==> src/core/tac_pkg.sv <==
// package for the type a timer control block: offsets, fields, resets
// assumes an apb slave at 32-bit aligned word offsets
package tac_pkg;
  localparam logic [7:0] TAC_OFF_CTRL = 8'h00;
  localparam logic [7:0] TAC_OFF_COUNT = 8'h04;
  localparam logic [7:0] TAC_OFF_PERIOD = 8'h08;
  localparam int TAC_BIT_ON = 15;
  localparam int TAC_BIT_IDLE = 13;
  localparam int TAC_BIT_WBLK = 12;
  localparam int TAC_BIT_WIP = 11;
  localparam int TAC_BIT_GATE = 7;
  localparam int TAC_BIT_PS_LO = 4;
  localparam int TAC_BIT_SYNC = 2;
  localparam int TAC_BIT_CS = 1;
  localparam logic [31:0] TAC_CTRL_WMASK = 32'h0000_b0b6;
  localparam logic [15:0] TAC_CTRL_RESET = 16'h0000;
  localparam logic [15:0] TAC_PERIOD_RESET = 16'hffff;
  localparam logic [1:0] TAC_SYNC_STAGES = 2'h2;
  localparam logic [7:0] TAC_DIV_1 = 8'h00;
  localparam logic [7:0] TAC_DIV_8 = 8'h07;
  localparam logic [7:0] TAC_DIV_64 = 8'h3f;
  localparam logic [7:0] TAC_DIV_256 = 8'hff;
  typedef enum logic [1:0] {
    TAC_W_IDLE = 2'b00,
    TAC_W_SYNC = 2'b01,
    TAC_W_DONE = 2'b11
  } tac_wr_e;
  typedef struct packed {
    logic on;
    logic idle_stop;
    logic async_write_block;
    logic gate_accumulate_en;
    logic [1:0] prescale_select;
    logic sync_en;
    logic clock_source_select;
  } tac_ctrl_s;
endpackage

==> src/core/tac_prescale.sv <==
// prescaler: turns count ticks into advance pulses per the selected ratio
// assumes tick_in is sampled on pclk; each cycle it is high counts as one tick
`timescale 1ns/1ps
module tac_prescale
  import tac_pkg::*;
(
  input wire logic pclk,
  input wire logic presetn,
  input wire logic run,
  input wire logic tick_in,
  input wire logic [1:0] prescale_select,
  output logic tick_out
);
  import tac_pkg::*;
  logic [7:0] cnt_q;
  logic [7:0] cnt_d;
  logic [7:0] limit;
  logic wrap;
  // ratio decode
  assign limit = (prescale_select == 2'h3) ? TAC_DIV_256 :
                 (prescale_select == 2'h2) ? TAC_DIV_64 :
                 (prescale_select == 2'h1) ? TAC_DIV_8 : TAC_DIV_1;
  assign wrap = run && tick_in && (cnt_q >= limit);
  assign cnt_d = !run ? 8'h00 : !tick_in ? cnt_q : wrap ? 8'h00 : cnt_q + 8'h01;
  assign tick_out = wrap;
  always_ff @(posedge pclk or negedge presetn)
  begin
    if (!presetn)
      cnt_q <= 8'h00;
    else
      cnt_q <= cnt_d;
  end
  div8_a: assert property (@(posedge pclk) disable iff (!presetn)
    (run && prescale_select == 2'h1 && tick_out) ##1
    (run && prescale_select == 2'h1 && tick_in)[*7] |-> !tick_out)
    else $error("prescale 1:8 produced early pulse");
endmodule // tac_prescale

==> src/core/tac_timer.sv <==
// type a timer control register with a 16-bit count and period over apb
// assumes an apb master on pclk; ext_clk and gate_in synchronous to pclk
// What this block does
// - the timer counts only while the enable bit 15 is set.
// - bits 31-16, 14, 10-8, 6, 3 and 0 of the control register read as zero.
// - with idle-stop bit 13 set the timer halts while idle is asserted.
// - with write-block bit 12 set, count writes during a pending async write are dropped.
// - with write-block clear, back-to-back count writes are all accepted.
// - in async mode bit 11 reads one while a count write is crossing, else zero.
// - in synchronous mode bit 11 always reads zero.
// - with the external source selected the gate enable bit 7 is ignored.
// - with the internal source, bit 7 turns gated accumulation on or off.
// - prescale bits 5-4 divide by 256, 64, 8 or 1 for codes 11, 10, 01, 00.
//
// The APB interface to the registers and the register addresses were chosen for this implementation.
`timescale 1ns/1ps
module tac_timer
  import tac_pkg::*;
(
  input wire logic pclk,
  input wire logic presetn,
  input wire logic psel,
  input wire logic penable,
  input wire logic pwrite,
  input wire logic [7:0] paddr,
  input wire logic [31:0] pwdata,
  output logic [31:0] prdata,
  output logic pready,
  output logic pslverr,
  input wire logic idle_mode,
  input wire logic ext_clk_tick,
  input wire logic gate_in,
  output logic [15:0] timer_count,
  output logic period_match
);
  import tac_pkg::*;
  tac_ctrl_s ctrl_q;
  tac_ctrl_s ctrl_d;
  logic [15:0] count_q;
  logic [15:0] count_d;
  logic [15:0] period_q;
  logic [15:0] pend_val_q;
  logic [1:0] sync_cnt_q;
  tac_wr_e wr_q;
  tac_wr_e wr_d;
  logic match_q;
  logic [31:0] rdata_q;
  logic acc;
  logic wr_ctrl;
  logic wr_count;
  logic wr_period;
  logic rd_any;
  logic hit;
  logic async_mode;
  logic pending;
  logic count_wr_ok;
  logic run;
  logic gate_mode;
  logic src_tick;
  logic pre_tick;
  logic adv;
  logic wrap;
  logic [31:0] ctrl_rd;
  logic pend_load;
  logic [15:0] period_d;
  logic [15:0] pend_val_d;
  logic [1:0] sync_cnt_d;
  logic [31:0] rdata_d;

  // apb decode
  assign acc = psel && penable;
  assign hit = (paddr == TAC_OFF_CTRL) || (paddr == TAC_OFF_COUNT) ||
               (paddr == TAC_OFF_PERIOD);
  assign wr_ctrl = acc && pwrite && (paddr == TAC_OFF_CTRL);
  assign wr_count = acc && pwrite && (paddr == TAC_OFF_COUNT);
  assign wr_period = acc && pwrite && (paddr == TAC_OFF_PERIOD);
  assign rd_any = psel && !penable && !pwrite;
  assign pready = 1'b1;
  assign pslverr = acc && !hit;
  assign prdata = rdata_q;

  // async write tracking
  assign async_mode = ctrl_q.clock_source_select && !ctrl_q.sync_en;
  assign pending = (wr_q == TAC_W_SYNC);
  assign count_wr_ok = wr_count && !(ctrl_q.async_write_block && pending);

  // control readback, unused bits zero
  always_comb
  begin
    ctrl_rd = 32'h0000_0000;
    ctrl_rd[TAC_BIT_ON] = ctrl_q.on;
    ctrl_rd[TAC_BIT_IDLE] = ctrl_q.idle_stop;
    ctrl_rd[TAC_BIT_WBLK] = ctrl_q.async_write_block;
    ctrl_rd[TAC_BIT_WIP] = async_mode && pending;
    ctrl_rd[TAC_BIT_GATE] = ctrl_q.gate_accumulate_en;
    ctrl_rd[TAC_BIT_PS_LO+1] = ctrl_q.prescale_select[1];
    ctrl_rd[TAC_BIT_PS_LO] = ctrl_q.prescale_select[0];
    ctrl_rd[TAC_BIT_SYNC] = ctrl_q.sync_en;
    ctrl_rd[TAC_BIT_CS] = ctrl_q.clock_source_select;
  end

  always_comb
  begin
    ctrl_d = ctrl_q;
    if (wr_ctrl)
    begin
      ctrl_d.on = pwdata[TAC_BIT_ON];
      ctrl_d.idle_stop = pwdata[TAC_BIT_IDLE];
      ctrl_d.async_write_block = pwdata[TAC_BIT_WBLK];
      ctrl_d.gate_accumulate_en = pwdata[TAC_BIT_GATE];
      ctrl_d.prescale_select = pwdata[TAC_BIT_PS_LO+1:TAC_BIT_PS_LO];
      ctrl_d.sync_en = pwdata[TAC_BIT_SYNC];
      ctrl_d.clock_source_select = pwdata[TAC_BIT_CS];
    end
  end

  // count enable chain
  assign run = ctrl_q.on && !(ctrl_q.idle_stop && idle_mode);
  assign gate_mode = ctrl_q.gate_accumulate_en && !ctrl_q.clock_source_select;
  assign src_tick = ctrl_q.clock_source_select ? ext_clk_tick :
                    (gate_mode ? gate_in : 1'b1);

  tac_prescale u_pre (
    .pclk(pclk),
    .presetn(presetn),
    .run(run),
    .tick_in(src_tick),
    .prescale_select(ctrl_q.prescale_select),
    .tick_out(pre_tick)
  );

  assign adv = run && pre_tick;
  assign wrap = adv && (count_q == period_q);

  // write state machine for async count loads
  always_comb
  begin
    wr_d = wr_q;
    case (wr_q)
      TAC_W_IDLE: if (count_wr_ok && async_mode) wr_d = TAC_W_SYNC;
      TAC_W_SYNC: if (sync_cnt_q == TAC_SYNC_STAGES - 2'h1 && !count_wr_ok) wr_d = TAC_W_DONE;
      TAC_W_DONE: wr_d = (count_wr_ok && async_mode) ? TAC_W_SYNC : TAC_W_IDLE;
      default: wr_d = TAC_W_IDLE;
    endcase
  end

  always_comb
  begin
    count_d = count_q;
    if (wr_q == TAC_W_SYNC && wr_d == TAC_W_DONE)
      count_d = pend_val_q;
    else if (count_wr_ok && !async_mode)
      count_d = pwdata[15:0];
    else if (wrap)
      count_d = 16'h0000;
    else if (adv)
      count_d = count_q + 16'h0001;
  end

  // register next values
  assign pend_load = count_wr_ok && async_mode;
  assign period_d = wr_period ? pwdata[15:0] : period_q;
  assign pend_val_d = pend_load ? pwdata[15:0] : pend_val_q;
  assign sync_cnt_d = (count_wr_ok || !pending) ? 2'h0 : sync_cnt_q + 2'h1;
  assign rdata_d = !rd_any ? rdata_q :
                   (paddr == TAC_OFF_CTRL) ? ctrl_rd :
                   (paddr == TAC_OFF_COUNT) ? {16'h0000, count_q} :
                   (paddr == TAC_OFF_PERIOD) ? {16'h0000, period_q} : 32'h0000_0000;

  always_ff @(posedge pclk or negedge presetn)
  begin
    if (!presetn)
      ctrl_q <= tac_ctrl_s'(8'h00);
    else
      ctrl_q <= ctrl_d;
  end

  always_ff @(posedge pclk or negedge presetn)
  begin
    if (!presetn)
      count_q <= TAC_CTRL_RESET;
    else
      count_q <= count_d;
  end

  always_ff @(posedge pclk or negedge presetn)
  begin
    if (!presetn)
      period_q <= TAC_PERIOD_RESET;
    else
      period_q <= period_d;
  end

  always_ff @(posedge pclk or negedge presetn)
  begin
    if (!presetn)
      pend_val_q <= 16'h0000;
    else
      pend_val_q <= pend_val_d;
  end

  always_ff @(posedge pclk or negedge presetn)
  begin
    if (!presetn)
      sync_cnt_q <= 2'h0;
    else
      sync_cnt_q <= sync_cnt_d;
  end

  always_ff @(posedge pclk or negedge presetn)
  begin
    if (!presetn)
      wr_q <= TAC_W_IDLE;
    else
      wr_q <= wr_d;
  end

  always_ff @(posedge pclk or negedge presetn)
  begin
    if (!presetn)
      match_q <= 1'b0;
    else
      match_q <= wrap;
  end

  always_ff @(posedge pclk or negedge presetn)
  begin
    if (!presetn)
      rdata_q <= 32'h0000_0000;
    else
      rdata_q <= rdata_d;
  end

  assign timer_count = count_q;
  assign period_match = match_q;

  stop_off_a: assert property (@(posedge pclk) disable iff (!presetn)
    (!ctrl_q.on && !wr_count && !pending) |=> $stable(count_q))
    else $error("count moved while disabled");

  rsvd_zero_a: assert property (@(posedge pclk) disable iff (!presetn)
    (ctrl_rd & ~TAC_CTRL_WMASK & ~(32'h1 << TAC_BIT_WIP)) == 32'h0)
    else $error("reserved control bit read as one");

  idle_halt_a: assert property (@(posedge pclk) disable iff (!presetn)
    (ctrl_q.idle_stop && idle_mode) |-> !adv)
    else $error("timer advanced in idle with idle stop");

  wr_drop_a: assert property (@(posedge pclk) disable iff (!presetn)
    (ctrl_q.async_write_block && pending && wr_count) |=> $stable(pend_val_q))
    else $error("blocked count write was taken");

  wr_b2b_a: assert property (@(posedge pclk) disable iff (!presetn)
    (!ctrl_q.async_write_block && wr_count && async_mode) |=>
    (pend_val_q == $past(pwdata[15:0])))
    else $error("back to back write lost");

  wip_async_a: assert property (@(posedge pclk) disable iff (!presetn)
    (async_mode && count_wr_ok && !$past(count_wr_ok)) |=>
    ctrl_rd[TAC_BIT_WIP] ##[1:4] !ctrl_rd[TAC_BIT_WIP])
    else $error("write in progress flag wrong");

  wip_sync_a: assert property (@(posedge pclk) disable iff (!presetn)
    !async_mode |-> !ctrl_rd[TAC_BIT_WIP])
    else $error("write in progress set in sync mode");

  gate_ext_a: assert property (@(posedge pclk) disable iff (!presetn)
    (ctrl_q.clock_source_select && run && ext_clk_tick &&
    ctrl_q.prescale_select == 2'h0) |-> adv)
    else $error("gate affected external source");

  gate_hold_a: assert property (@(posedge pclk) disable iff (!presetn)
    (gate_mode && !gate_in) |-> !adv)
    else $error("count advanced with gate low");

  off_noadv_a: assert property (@(posedge pclk) disable iff (!presetn)
    !ctrl_q.on |-> !adv)
    else $error("count advanced while disabled");

  idle_run_a: assert property (@(posedge pclk) disable iff (!presetn)
    (ctrl_q.on && !ctrl_q.idle_stop && idle_mode && !ctrl_q.clock_source_select &&
    !ctrl_q.gate_accumulate_en && ctrl_q.prescale_select == 2'h0) |-> adv)
    else $error("timer stalled in idle without idle stop");

  wip_set_a: assert property (@(posedge pclk) disable iff (!presetn)
    (async_mode && count_wr_ok) |=> ctrl_rd[TAC_BIT_WIP])
    else $error("write in progress not raised");

  wr_load_a: assert property (@(posedge pclk) disable iff (!presetn)
    (pending && wr_d == TAC_W_DONE) |=> (count_q == $past(pend_val_q)))
    else $error("pending count value not loaded");

  ext_only_a: assert property (@(posedge pclk) disable iff (!presetn)
    (ctrl_q.clock_source_select && !ext_clk_tick) |-> !adv)
    else $error("count advanced without external tick");

  int_run_a: assert property (@(posedge pclk) disable iff (!presetn)
    (run && !ctrl_q.clock_source_select && !ctrl_q.gate_accumulate_en &&
    ctrl_q.prescale_select == 2'h0) |-> adv)
    else $error("ungated internal count stalled");

  gate_go_a: assert property (@(posedge pclk) disable iff (!presetn)
    (run && gate_mode && gate_in && ctrl_q.prescale_select == 2'h0) |-> adv)
    else $error("gated count stalled with gate high");

  upper_zero_a: assert property (@(posedge pclk) disable iff (!presetn)
    prdata[31:16] == 16'h0000)
    else $error("upper read data bits not zero");

  b2b_keep_a: assert property (@(posedge pclk) disable iff (!presetn)
    (!ctrl_q.async_write_block && pending && wr_count) |=> pending)
    else $error("back to back write did not restart");
endmodule // tac_timer

==> config.mk <==
export PLATFORM = sky130hd
export DESIGN_NAME = tac_timer
export DESIGN_NICKNAME = d
export VERILOG_FILES = /design/src/core/tac_pkg.sv /design/src/core/tac_prescale.sv /design/src/core/tac_timer.sv
export SDC_FILE = /design/constraint.sdc
export NUM_CORES = 1
export LEC_CHECK = 0
export ABC_AREA = 1
export BUFFER_PORTS_ARGS = -buffer_cell sky130_fd_sc_hd__buf_2
export CAP_MARGIN = 15
export CORE_MARGIN = 10
export CORE_UTILIZATION = 45
export CTS_CLUSTER_DIAMETER = 200
export DETAILED_ROUTE_END_ITERATION = 16
export PLACE_DENSITY_LB_ADDON = 0.1
export SYNTH_ARGS = -nofsm -noshare
export SYNTH_HDL_FRONTEND = slang
export SYNTH_HIERARCHICAL = 1
export SYNTH_SLANG_ARGS = --single-unit
==> constraint.sdc <==
create_clock -name pclk -period 4.92 [get_ports pclk]
set_clock_uncertainty 0.05 [all_clocks]
set_input_delay 1.476 -clock pclk [delete_from_list [all_inputs] [get_ports pclk]]
set_output_delay 1.476 -clock pclk [all_outputs]
set_load 0.02 [all_outputs]
==> results.json <==
{
  "synth-simple-area-share": 0.338,
  "final.setup.tns_ps": 0,
  "grt_max_degree": 64,
  "crit_buf_inv": 2,
  "drc_errors": 0,
  "min_path_type": "register to register",
  "worst_setup_path_start_kind": "primary input",
  "clock_latency_ps": 350,
  "rsz0062_at_grt": "false",
  "fmax_ghz": 0.258,
  "dr_total_vias": 4865,
  "p_seq_frac": 0.467,
  "critical_path_arrival_ps": 2350,
  "initial_core_util": 0.466,
  "antenna_found_initial": 0,
  "clk_pin_slew_ps": 60,
  "netlist.area_leader.share": 0.320,
  "grt_overflow_total": 0,
  "coreArea_um2": 11600,
  "peakVddDrop_v": 0.000135,
  "powerDensity_nw_per_um2": 257,
  "maxSlewViolCount": 0,
  "final_cell_mix": "nand2_1, inv_1, dfrtp_1",
  "ys_seq_area_frac": 0.398,
  "htreeDepth": 3,
  "die_x_um": 129,
  "cts-root-buf": "clkbuf_16",
  "ys_ff_latch": 85,
  "report.power.total_mw": 1.55,
  "drv_cap": 0,
  "worst_pin_slew_ps": 1080,
  "drt_iter0_markers": 500,
  "first_global_vias": 4712,
  "drt_pass1_iterations": 5,
  "portBuffers": 65,
  "cts_made_buffers": 9,
  "finalWirelength_mm": 14.7,
  "design.portCount": 99,
  "ys_warn_count": 6,
  "period_minus_slack_ps": 3880,
  "synth.area.top_cells": "dfrtp_1, nand2_1, inv_1, dfstp_2, o21ai_0",
  "synth_xor_area_frac": 0.0276,
  "cp_data_required_time_ps": 3390,
  "critPathMostFrequentCell": "buf_2",
  "switching_power_mw": 0.409,
  "yosysTopAreaCell": "dfrtp_1",
  "synthCells": 766,
  "status": "complete, no violations",
  "cpPeakStageDelay_ps": 250,
  "synth_mux_area_frac": 0,
  "maxSlewHeadroom": 0.281,
  "crit_fanout": 5,
  "post_drt_via_cell_ratio": 5.01,
  "place.gp.congestion": 0.916,
  "synth.distinct_cells": 36,
  "hold_viol_final": 0,
  "combinationalPowerShare": 0.120,
  "path_cells": "buf_2, nor2_2, nand2_2, nor3_4, nor3_1, buf_2",
  "crit_path_end_kind": "primary output",
  "avgSynthCellArea_um2": 7.04,
  "p_sw_frac": 0.264,
  "p_int_mw": 1.14,
  "layout_commonest_cell": "nand2_1",
  "dp_hpwl_mm": 10.9,
  "cts_tree": "built",
  "max-clock-path-buffers": 2,
  "die_area_um2": 16800,
  "critPathKind": "primary input to primary output",
  "die_h_um": 129,
  "utilization": 0.520,
  "synth_top_family_by_area": "simple AND/OR/NAND/NOR gates",
  "clkPwrFrac": 0.413,
  "drive_above_1_share": 0.163,
  "setup_viol_count_final": 0,
  "synth_compound_area_frac": 0.0852,
  "synth_fa_ha_area_frac": 0.0209,
  "ctsResizeCount": 0,
  "synth_area_um2": 5390,
  "cts.sinks": 85,
  "final_nets": 881,
  "ant_nets": 0,
  "period_share": 0.788,
  "crit_family": "simple AND/OR/NAND/NOR gates",
  "detail_route.wl_per_cell_um": 15.1,
  "post-cts-setup-buffers": 0,
  "track_usage": 0.179,
  "diodes": 0,
  "rows": 39,
  "slowest_stage": "nor3_4",
  "power_leakage_nw": 3.31,
  "area_delta_synth_final_pct": 11.5,
  "grt_pass1_wl_mm": 23.8,
  "holdBufCountCts": 0
}
synthesized netlist by cell type (all sizes together):
cell type  count
o22ai          6
nand2        299
a21oi          4
nand3b         1
o21ai         61
xor2          10
o221ai         6
nor4b          1
inv          123
conb           2
nand3         45
ha             9
clkbuf         2
dfstp         16
nor3          13
dfrtp         69
buf           33
xnor2          7
nand4          7
a22o           5
nor2          47
sequential cells by signal, indices dropped and copies added (netlist names):
| register | cells |
|---|---|
| pend_val_q | 16 |
| period_q | 16 |
| prdata | 16 |
| timer_count | 16 |
| ctrl_q | 8 |
| u_pre/cnt_q | 8 |
| sync_cnt_q | 2 |
| wr_q | 2 |
| period_match | 1 |
through the flow:
step / hold slack (ps) / setup slack [ps] / instances / cell area [um^2]
floorplan: 358 / 1180 / 781 / 5450
global placement: 369 / 1080 / 956 / 5740
detailed placement: 379 / 1040 / 956 / 5740
CTS: 387 / 1040 / 972 / 6010
global route: 410 / 951 / 972 / 6010
finish: 382 / 1040 / 972 / 6010
metal layers:
layer / wire length, um / vias to the layer above / track usage / share of wire
met1: 7010 / 2212 / 0.251 / 0.48
li1: - / 2462 / - / -
met4: 327 / 0 / 0.0807 / 0.022
met5: 0 / - / 0 / 0
met3: 1250 / 27 / 0.0424 / 0.085
met2: 6100 / 164 / 0.257 / 0.42
worst reg2reg max path, cell delays in order, from the launching register on:
cell     delay [ps]
dfrtp_1         440
nor2_2           70
ha_1            290
inv_1            40
nand2_1          60
nand2_1          50
nand2_1          50
nand2_1          50
nand2_1          60
nand2_2         130
a21oi_1         170
inv_1            50
nor2_1          210
nand2_1          80
nor2_1          120
nand3_2         320
nand3_1         180
nand2_1          70
nand2_1          60
nand2_1          50
power by group through the flow:
| stage | Combinational, mW | Clock [mW] | Sequential [mW] |
|---|---|---|---|
| final | 0.186 | 0.639 | 0.722 |
| after global routing | 0.214 | 0.677 | 0.723 |
| after CTS | 0.186 | 0.655 | 0.722 |
| after detailed placement | 0.185 | 0 | 0.734 |
| after global placement | 0.184 | 0 | 0.734 |
| after floorplan | 0.128 | 0 | 0.735 |
logic make-up (layout without fill, tap and decap cells):
kind of cell	Yosys count	count (layout)
DFF	85	85
buffers and inverters	158	206
adders and majority gates	9	9
AOI/OAI and AO/OA	82	82
xor gates and xnor gates	17	17
and+or+nand+nor	413	413
other	2	17
area by class of cell:
type / instances / area [um^2]
well taps: 143 / 179
repair buffers: 67 / 343
flip-flops and latches: 85 / 2150
clock inverters: 2 / 10.0
inverters: 123 / 462
clock buffers: 14 / 264
multi-input cells: 538 / 2610
fillers: 1197 / 5560
path summary, 6_finish.rpt:
path | startpoint | endpoint | slack, ps | depth (start not counted)
min in group asynchronous | presetn | wr_q[0] | 1180 | 1
worst min register to register | sync_cnt_q[0] | sync_cnt_q[0] | 380 | 1
max in group asynchronous | presetn | period_q[14] | 2770 | 2
worst max-delay path | paddr[7] | pslverr | 1040 | 6
worst min-delay path | sync_cnt_q[0] | sync_cnt_q[0] | 380 | 1
worst max register to register | ctrl_q[3] | timer_count[9] | 2210 | 19
Power figures use the tool's default switching activity.
